$ cat src/asg_consts.vh
/*
 Constants for the audio serial clock generator and transmit holding words.
 Assumes inclusion by bare name from design files in the same folder.
*/
`ifndef ASG_CONSTS_VH
`define ASG_CONSTS_VH

// ----------------------------------------
// Register indices (no offsets are printed)
// ----------------------------------------
`define ASG_IDX_SRATE     3'h0
`define ASG_IDX_TXL_LO    3'h1
`define ASG_IDX_TXL_HI    3'h2
`define ASG_IDX_TXR_LO    3'h3
`define ASG_IDX_TXR_HI    3'h4

// ----------------------------------------
// Field layout and reset values
// ----------------------------------------
`define ASG_BCR_LSB       0
`define ASG_BCR_MSB       2
`define ASG_FSR_LSB       3
`define ASG_FSR_MSB       5
`define ASG_SRATE_MASK    16'h003f
`define ASG_SRATE_RST     6'h00
`define ASG_HALF_RST      16'h0000
`define ASG_FSR_MAX       3'h5
`define ASG_BCR_BASE      4'h1
`define ASG_FSR_BASE      4'h3
`define ASG_BCR_MAX       3'h7
`define ASG_LO_LSB        0
`define ASG_LO_MSB        15
`define ASG_HI_LSB        16
`define ASG_HI_MSB        31

`endif

$ cat src/asg_clkgen_txdata.v
/*
 Sample-rate generator and transmit holding words of an audio serializer.
 Assumes a 16-bit processor port, a 32-bit DMA port and synchronous pins.
*/
`timescale 1ns/1ns
`include "asg_consts.vh"

// Behaviour
// - Master bit clock is sysclk over 2..256.
// - Master frame sync is bitclk over 8..256.
// - Slave mode ignores both divider fields.
// - Two 32-bit transmit words, left and right.
// - CPU sees 16-bit halves; DMA whole words.
// - Left low half holds bits 15:0.
// - Left high half holds bits 31:16.
// - Right low half holds bits 15:0.
// - Right high half holds bits 31:16.
// - Master drives pins; slave passes inputs undivided.
module asg_clkgen_txdata #(
	parameter DW = 16
) (
	input  wire          core_clk_i,
	input  wire          rst_i,
	input  wire          ce_i,
	input  wire          master_mode_i,
	input  wire          cpu_wr_i,
	input  wire          cpu_rd_i,
	input  wire [2:0]    cpu_idx_i,
	input  wire [DW-1:0] cpu_wdata_i,
	output reg  [DW-1:0] cpu_rdata_o,
	input  wire          dma_wr_i,
	input  wire          dma_right_i,
	input  wire [31:0]   dma_wdata_i,
	input  wire          serial_bit_clock_pin_i,
	input  wire          frame_sync_pin_i,
	output reg           serial_bit_clock_pin_o,
	output reg           serial_bit_clock_pin_oe_o,
	output reg           frame_sync_pin_o,
	output reg           frame_sync_pin_oe_o,
	output reg  [31:0]   tx_left_word_o,
	output reg  [31:0]   tx_right_word_o
);
	// ----------------------------------------
	// Registers
	// ----------------------------------------
	reg  [5:0]    srate_r;
	reg  [15:0]   txl_lo_r;
	reg  [15:0]   txl_hi_r;
	reg  [15:0]   txr_lo_r;
	reg  [15:0]   txr_hi_r;
	localparam    DIV_CW = 8;
	wire [2:0]    bcr_w = srate_r[`ASG_BCR_MSB:`ASG_BCR_LSB];
	wire [2:0]    fsr_w = srate_r[`ASG_FSR_MSB:`ASG_FSR_LSB];

	// Decode one write enable per half; used for CPU write path
	function hit;
		input       wr;
		input [2:0] idx;
		input [2:0] want;
		begin
			hit = wr && (idx == want);
		end
	endfunction

	// Divider exponent; codes above the top clamp to the top ratio
	function [3:0] ratio_log;
		input [2:0] code;
		input [2:0] top;
		input [3:0] base;
		begin
			if (code > top)
				ratio_log = {1'b0, top} + base;
			else
				ratio_log = {1'b0, code} + base;
		end
	endfunction

	// ----------------------------------------
	// Write strobes
	// ----------------------------------------
	// DMA word write wins over a CPU half write in the same cycle
	wire          dma_l_w = dma_wr_i & ~dma_right_i;
	wire          dma_r_w = dma_wr_i & dma_right_i;
	wire          wr_sr_w = hit(cpu_wr_i, cpu_idx_i, `ASG_IDX_SRATE);
	wire          wr_ll_w = hit(cpu_wr_i, cpu_idx_i, `ASG_IDX_TXL_LO) & ~dma_l_w;
	wire          wr_lh_w = hit(cpu_wr_i, cpu_idx_i, `ASG_IDX_TXL_HI) & ~dma_l_w;
	wire          wr_rl_w = hit(cpu_wr_i, cpu_idx_i, `ASG_IDX_TXR_LO) & ~dma_r_w;
	wire          wr_rh_w = hit(cpu_wr_i, cpu_idx_i, `ASG_IDX_TXR_HI) & ~dma_r_w;

	// ----------------------------------------
	// Divider fields and holding words
	// ----------------------------------------
	always @(posedge core_clk_i) begin
		if (rst_i) begin
			srate_r <= `ASG_SRATE_RST;
		end else if (ce_i) begin
			if (wr_sr_w)
				srate_r <= cpu_wdata_i[`ASG_FSR_MSB:`ASG_BCR_LSB];
		end
	end

	always @(posedge core_clk_i) begin
		if (rst_i) begin
			txl_lo_r <= `ASG_HALF_RST;
			txl_hi_r <= `ASG_HALF_RST;
		end else if (ce_i) begin
			if (dma_l_w) begin
				txl_lo_r <= dma_wdata_i[`ASG_LO_MSB:`ASG_LO_LSB];
				txl_hi_r <= dma_wdata_i[`ASG_HI_MSB:`ASG_HI_LSB];
			end
			if (wr_ll_w)
				txl_lo_r <= cpu_wdata_i[`ASG_LO_MSB:`ASG_LO_LSB];
			if (wr_lh_w)
				txl_hi_r <= cpu_wdata_i[`ASG_LO_MSB:`ASG_LO_LSB];
		end
	end

	always @(posedge core_clk_i) begin
		if (rst_i) begin
			txr_lo_r <= `ASG_HALF_RST;
			txr_hi_r <= `ASG_HALF_RST;
		end else if (ce_i) begin
			if (dma_r_w) begin
				txr_lo_r <= dma_wdata_i[`ASG_LO_MSB:`ASG_LO_LSB];
				txr_hi_r <= dma_wdata_i[`ASG_HI_MSB:`ASG_HI_LSB];
			end
			if (wr_rl_w)
				txr_lo_r <= cpu_wdata_i[`ASG_LO_MSB:`ASG_LO_LSB];
			if (wr_rh_w)
				txr_hi_r <= cpu_wdata_i[`ASG_LO_MSB:`ASG_LO_LSB];
		end
	end

	// ----------------------------------------
	// Read path
	// ----------------------------------------
	reg [15:0] rd_nxt;
	always @* begin
		// Unmapped indices read as zero
		rd_nxt = 16'h0000;
		if (cpu_idx_i == `ASG_IDX_SRATE)
			rd_nxt = {10'h000, srate_r} & `ASG_SRATE_MASK;
		else if (cpu_idx_i == `ASG_IDX_TXL_LO)
			rd_nxt = txl_lo_r;
		else if (cpu_idx_i == `ASG_IDX_TXL_HI)
			rd_nxt = txl_hi_r;
		else if (cpu_idx_i == `ASG_IDX_TXR_LO)
			rd_nxt = txr_lo_r;
		else if (cpu_idx_i == `ASG_IDX_TXR_HI)
			rd_nxt = txr_hi_r;
	end

	// ----------------------------------------
	// Registered outputs
	// ----------------------------------------
	always @(posedge core_clk_i) begin
		if (rst_i) begin
			cpu_rdata_o     <= {DW{1'b0}};
			tx_left_word_o  <= {`ASG_HALF_RST, `ASG_HALF_RST};
			tx_right_word_o <= {`ASG_HALF_RST, `ASG_HALF_RST};
		end else if (ce_i) begin
			if (cpu_rd_i)
				cpu_rdata_o <= rd_nxt[DW-1:0];
			tx_left_word_o  <= {txl_hi_r, txl_lo_r};
			tx_right_word_o <= {txr_hi_r, txr_lo_r};
		end
	end

	// ----------------------------------------
	// Clock generators
	// ----------------------------------------
	// Reserved frame ratios clamp to 256 so the pin never stalls
	wire [3:0] bcr_log = ratio_log(bcr_w, `ASG_BCR_MAX, `ASG_BCR_BASE);
	wire [3:0] fsr_log = ratio_log(fsr_w, `ASG_FSR_MAX, `ASG_FSR_BASE);
	// Slave mode parks both dividers, but a frozen enable leaves them be
	wire       gen_rst = rst_i | (ce_i & ~master_mode_i);
	wire       bclk_w;
	wire       bclk_fall_w;
	wire       fs_w;

	asg_divider #(.CW(DIV_CW)) u_bclk_div (
		.core_clk_i (core_clk_i),
		.rst_i      (gen_rst),
		.tick_i     (ce_i),
		.log2_i     (bcr_log),
		.clk_o      (bclk_w),
		.rise_o     (),
		.fall_o     (bclk_fall_w)
	);

	// Frame sync advances on bit clock falling edges only
	asg_divider #(.CW(DIV_CW)) u_fs_div (
		.core_clk_i (core_clk_i),
		.rst_i      (gen_rst),
		.tick_i     (ce_i & bclk_fall_w),
		.log2_i     (fsr_log),
		.clk_o      (fs_w),
		.rise_o     (),
		.fall_o     ()
	);

	// ----------------------------------------
	// Pins
	// ----------------------------------------
	// Slave inputs are registered once onto the pin outputs; synchronizer lies downstream
	always @(posedge core_clk_i) begin
		if (rst_i) begin
			serial_bit_clock_pin_o    <= 1'b0;
			serial_bit_clock_pin_oe_o <= 1'b0;
		end else if (ce_i) begin
			serial_bit_clock_pin_oe_o <= master_mode_i;
			serial_bit_clock_pin_o    <= master_mode_i ? bclk_w : serial_bit_clock_pin_i;
		end
	end

	// Frame sync pin turns round together with the bit clock pin
	always @(posedge core_clk_i) begin
		if (rst_i) begin
			frame_sync_pin_o    <= 1'b0;
			frame_sync_pin_oe_o <= 1'b0;
		end else if (ce_i) begin
			frame_sync_pin_oe_o <= master_mode_i;
			frame_sync_pin_o    <= master_mode_i ? fs_w : frame_sync_pin_i;
		end
	end
endmodule // asg_clkgen_txdata

$ cat src/asg_divider.v
/*
 Programmable power-of-two divider with 50% duty square output.
 Assumes an enable pulse per input tick; output toggles every ratio/2 ticks.
*/
`timescale 1ns/1ns
module asg_divider #(
	parameter CW = 8
) (
	input  wire          core_clk_i,
	input  wire          rst_i,
	input  wire          tick_i,
	input  wire [3:0]    log2_i,
	output reg           clk_o,
	output reg           rise_o,
	output reg           fall_o
);
	reg  [CW-1:0] cnt_r;
	wire [CW-1:0] half_w = {{(CW-1){1'b0}}, 1'b1} << (log2_i - 4'h1);

	always @(posedge core_clk_i) begin
		if (rst_i) begin
			cnt_r  <= {CW{1'b0}};
			clk_o  <= 1'b0;
			rise_o <= 1'b0;
			fall_o <= 1'b0;
		end else begin
			if (tick_i) begin
				if (cnt_r >= half_w - {{(CW-1){1'b0}}, 1'b1}) begin
					cnt_r  <= {CW{1'b0}};
					clk_o  <= ~clk_o;
					rise_o <= ~clk_o;
					fall_o <= clk_o;
				end else begin
					cnt_r  <= cnt_r + {{(CW-1){1'b0}}, 1'b1};
					// Pulses last one enabled tick, so a frozen enable loses none
					rise_o <= 1'b0;
					fall_o <= 1'b0;
				end
			end
		end
	end
endmodule // asg_divider
$ cat config.mk
export PLATFORM = sky130hd
export DESIGN_NAME = asg_clkgen_txdata
export DESIGN_NICKNAME = d
export VERILOG_FILES = /design/src/asg_clkgen_txdata.v /design/src/asg_divider.v
export VERILOG_INCLUDE_DIRS = /design/src
export SDC_FILE = /design/constraint.sdc
export NUM_CORES = 1
export LEC_CHECK = 0
export BUFFER_PORTS_ARGS = -buffer_cell sky130_fd_sc_hd__buf_4
export CAP_MARGIN = 30
export CORE_ASPECT_RATIO = 1.2
export CORE_MARGIN = 2
export CORE_UTILIZATION = 25
export CTS_BUF_LIST = sky130_fd_sc_hd__clkbuf_4 sky130_fd_sc_hd__clkbuf_8
export DETAILED_ROUTE_END_ITERATION = 10
export PLACE_DENSITY = 0.4
export SLEW_MARGIN = 20
export SYNTH_ARGS = -nofsm -noshare
export SYNTH_HDL_FRONTEND = slang
export SYNTH_SLANG_ARGS = --single-unit
$ cat constraint.sdc
create_clock -name core_clk_i -period 3.2 [get_ports core_clk_i]
set_input_delay 0.64 -clock core_clk_i [delete_from_list [all_inputs] [get_ports core_clk_i]]
set_output_delay 0.64 -clock core_clk_i [all_outputs]
set_load 0.02 [all_outputs]
==> run summary <==
Outcome -> finished, final reports clean
Drt pass-1 iters -> 4
Max-slew violation count -> 0
Clk buf depth -> 2
Setup WS post-layout -> 0.356 ns
Final net count -> 1039
Routed vias/inst -> 4.61
Die area -> 33000 µm²
Yosys top cell area share -> 43.6%
Htree depth -> 4
CTS sink count -> 172
Post-synth EDFFs -> 0
Area grow syn2layout -> 23.3%
Setup Skew -> 0.0180 ns
GPL Wtd Cong -> 0.755
Placement Cell Area -> 9330 µm²
TritonCTS Buffers -> 17
Post-synthesis sequential area ratio -> 43.6%
Synth area leaders -> dfxtp_1, mux2i_1, nor2_1, a211oi_1, ha_1
WL per Instance -> 18.8 µm
Fmax -> 352 MHz
Synthesized area per cell -> 9.38 µm²
Critical Path AT -> 3.19 ns
Place WS -> 0.193 ns
Most frequent CP cell -> ha_1
Final ANT Viol Nets -> 0
FF+latch count, synth -> 172
Critical Path Sink Type -> flop
Final min period -> 2.84 ns
P_sw -> 1260 µW
Routed WL -> 25.8 mm
Maximum vdd drop -> 0.000206 V
Least-Margin Pin Slew -> 0.761 ns
Post-CTS Resized -> 0
I/O pin total -> 145
Die width -> 166 µm
Die outline height -> 199 µm
Synth unique cells -> 51
Vias in the first global route -> 6337
Synth area leader -> dfxtp_1
Max cap viols -> 0
Power Density -> 466 nW/µm²
Global-route wire length before repair -> 39.2 mm
Netlist Area Pre-Place -> 7900 µm²
Final core utilization -> 31.2%
Postcts setup bufs -> 0
CP Class -> reg2reg
Final Cycle Share -> 88.9%
Num rows -> 71
Sw frac -> 27.7%
CORE AREA -> 31300 µm²
Largest net degree at the start of global routing -> 68
Antenna violations before repair -> 1
Port Buf Inserts -> 144
Min-delay worst type -> reg2reg
Crit path max-delay cell type -> o41a_2
Crit Path Max Fanout -> 10
Starting density of the core -> 25.3%
Clk root buf -> clkbuf_8
Seq pwr share -> 50.7%
Async SR Flop Fraction -> 0%
Vias after detailed routing -> 6328
Worst EP required -> 3.54 ns
Ys Warns -> 0
Hold_buf cts -> 0
Leakage power -> 0.00421 µW
Worst skew pair latency -> 0.47 ns
Combinational share of power -> 13.5%
Tot GR Track Use -> 15.7%
Clock transition at the registers of the reported paths -> 0.09 ns
GR Overflow Total -> 0
Final setup fails -> 0
Post-route DRC -> 0
Max_slew headroom -> 49.2%
Top FF cell, synth -> dfxtp_1
Final Hold Viols -> 0
Hold WS -> 0.458 ns
CP Cell Sequence -> ha_1, ha_1, nor3b_1, xor2_1, ha_1, o21a_1, nor2_1, o41a_2, o21ai_0, nor2_1
Startpoint types -> flop
Post-route cell area -> 9740 µm²
Clock share of power -> 35.8%
CP max stage delay -> 0.53 ns
CTS tree -> done
Synthesized netlist cell count -> 842
Dpl hpwl -> 18.8 mm
Layout cell share with drive strength beyond 1 -> 22.8%
RSZ-0062 raised after global routing -> no
Drt initial violations -> 303
Internal power -> 3280 µW
Syn nets -> 923
Fin Setup TNS -> 0 ns
worst paths after layout:
check / start / endpoint / slack, ns / cells past startpoint
hold / removal: cpu_rdata_o[0]$_SDFFE_PP0P_ / cpu_rdata_o[0]$_SDFFE_PP0P_ / 0.46 / 2
setup reg to reg: srate_r[0]$_SDFFE_PP0P_ / u_bclk_div.cnt_r[7]$_SDFFE_PP0P_ / 0.36 / 10
setup / recovery: srate_r[0]$_SDFFE_PP0P_ / u_bclk_div.cnt_r[7]$_SDFFE_PP0P_ / 0.36 / 10
hold reg to reg: cpu_rdata_o[0]$_SDFFE_PP0P_ / cpu_rdata_o[0]$_SDFFE_PP0P_ / 0.46 / 2
through the flow:
stage               instances  total power, µW
finish                   1373             4540
global route             1372             4770
CTS                      1372             4630
detailed placement       1340             2980
global placement         1340             2980
floorplan                 842             2700
Yosys cell counts (3+ instances only):
cell and n:
inv_1 9, clkbuf_1 31, a211oi_1 56, nand2_1 31, nor3_1 4, nand3_1 6
xor2_1 11, dfxtp_1 172, nor2_1 170, o22ai_1 5, a21oi_1 33, nand4_1 4
ha_1 20, or3_1 4, xnor2_1 3, buf_1 4, buf_2 22, a211oi_2 10
o211ai_1 5, a22oi_1 11, mux2i_1 143, o21a_1 4, nand2b_1 7, o21ai_0 27
mux2_2 10, nor2b_1 7
flip-flops by register name, indices dropped and copies added, names as in the netlist:
name and cells:
txr_lo_r 16, frame_sync_pin_o 1, u_bclk_div.fall_o 1, serial_bit_clock_pin_o 1, srate_r 6, txl_lo_r 16, u_bclk_div.clk_o 1, txr_hi_r 16
tx_right_word_o 32, u_fs_div.cnt_r 8, cpu_rdata_o 16, u_bclk_div.cnt_r 8, frame_sync_pin_oe_o 1, tx_left_word_o 32, u_fs_div.clk_o 1, txl_hi_r 16
power by group through the flow:
stage	logic (µW)	registers, µW	clock network (µW)
floorplan	335	2370	0
global placement	624	2360	0
detailed placement	625	2360	0
CTS	626	2310	1690
global route	676	2320	1770
finish	612	2300	1620
kinds of logic (layout without fill, tap and decap cells):
group	after synthesis	in the layout	share of synthesized area (%)
XOR/XNOR	14	14	1.55
buffers and inverters	69	198	3.82
flip-flops	172	172	43.6
AO/OA/AOI/OAI	162	162	14.2
AND/OR/NAND/NOR	251	251	13.8
other	0	1	0
multiplexers	154	154	19.8
adder cells (fa/ha/maj)	20	20	3.17
layout by cell type, fill, tap and decap left out, drive strengths merged, types with 2 or more instances in the layout:
cell | netlist | final
nor3 | 4 | 4
o211ai | 5 | 5
and4 | 2 | 2
inv | 9 | 9
o22ai | 5 | 5
mux2i | 143 | 143
mux2 | 10 | 10
nor2 | 171 | 171
xnor2 | 3 | 3
a22oi | 11 | 11
ha | 20 | 20
nand2b | 8 | 8
nand3 | 7 | 7
o21ai | 28 | 28
buf | 29 | 157
or3 | 4 | 4
o21a | 4 | 4
a211oi | 66 | 66
a31oi | 2 | 2
a21oi | 36 | 36
clkbuf | 31 | 23
dfxtp | 172 | 172
nor2b | 7 | 7
nand4 | 4 | 4
nand3b | 2 | 2
clkinv | 0 | 5
clkinvlp | 0 | 2
nor3b | 3 | 3
and3 | 2 | 2
nand2 | 33 | 33
bufinv | 0 | 2
xor2 | 11 | 11
per-layer routing:
metal,vias up,part of all wire [%],wire (µm),track usage [%]
met2,139,51,13100,27.9
met3,15,5.4,1400,4.46
met5,-,0,0,0
met1,2960,43,11100,18.8
li1,3214,-,-,-
met4,0,0.79,204,3.35
critical path, delay by kind of cell, from the launching register on:
kind                     cells  cell delay (ns)
adder cells (fa/ha/maj)      3             0.85
XOR/XNOR                     1             0.11
AND/OR/NAND/NOR              3             0.37
AO/OA/AOI/OAI                3             1.02
flip-flops                   1             0.38
cell type report:
cell class                 count  area (µm²)
antenna                        1        2.50
clock buffer                  23         304
clock inverter                 9         111
fill                        3311       21500
inverter                       9        33.8
multi-input combinational    601        4160
sequential                   172        3440
tap                          401         502
timing repair buffer         157        1190
Power figures use the tool's default switching activity.
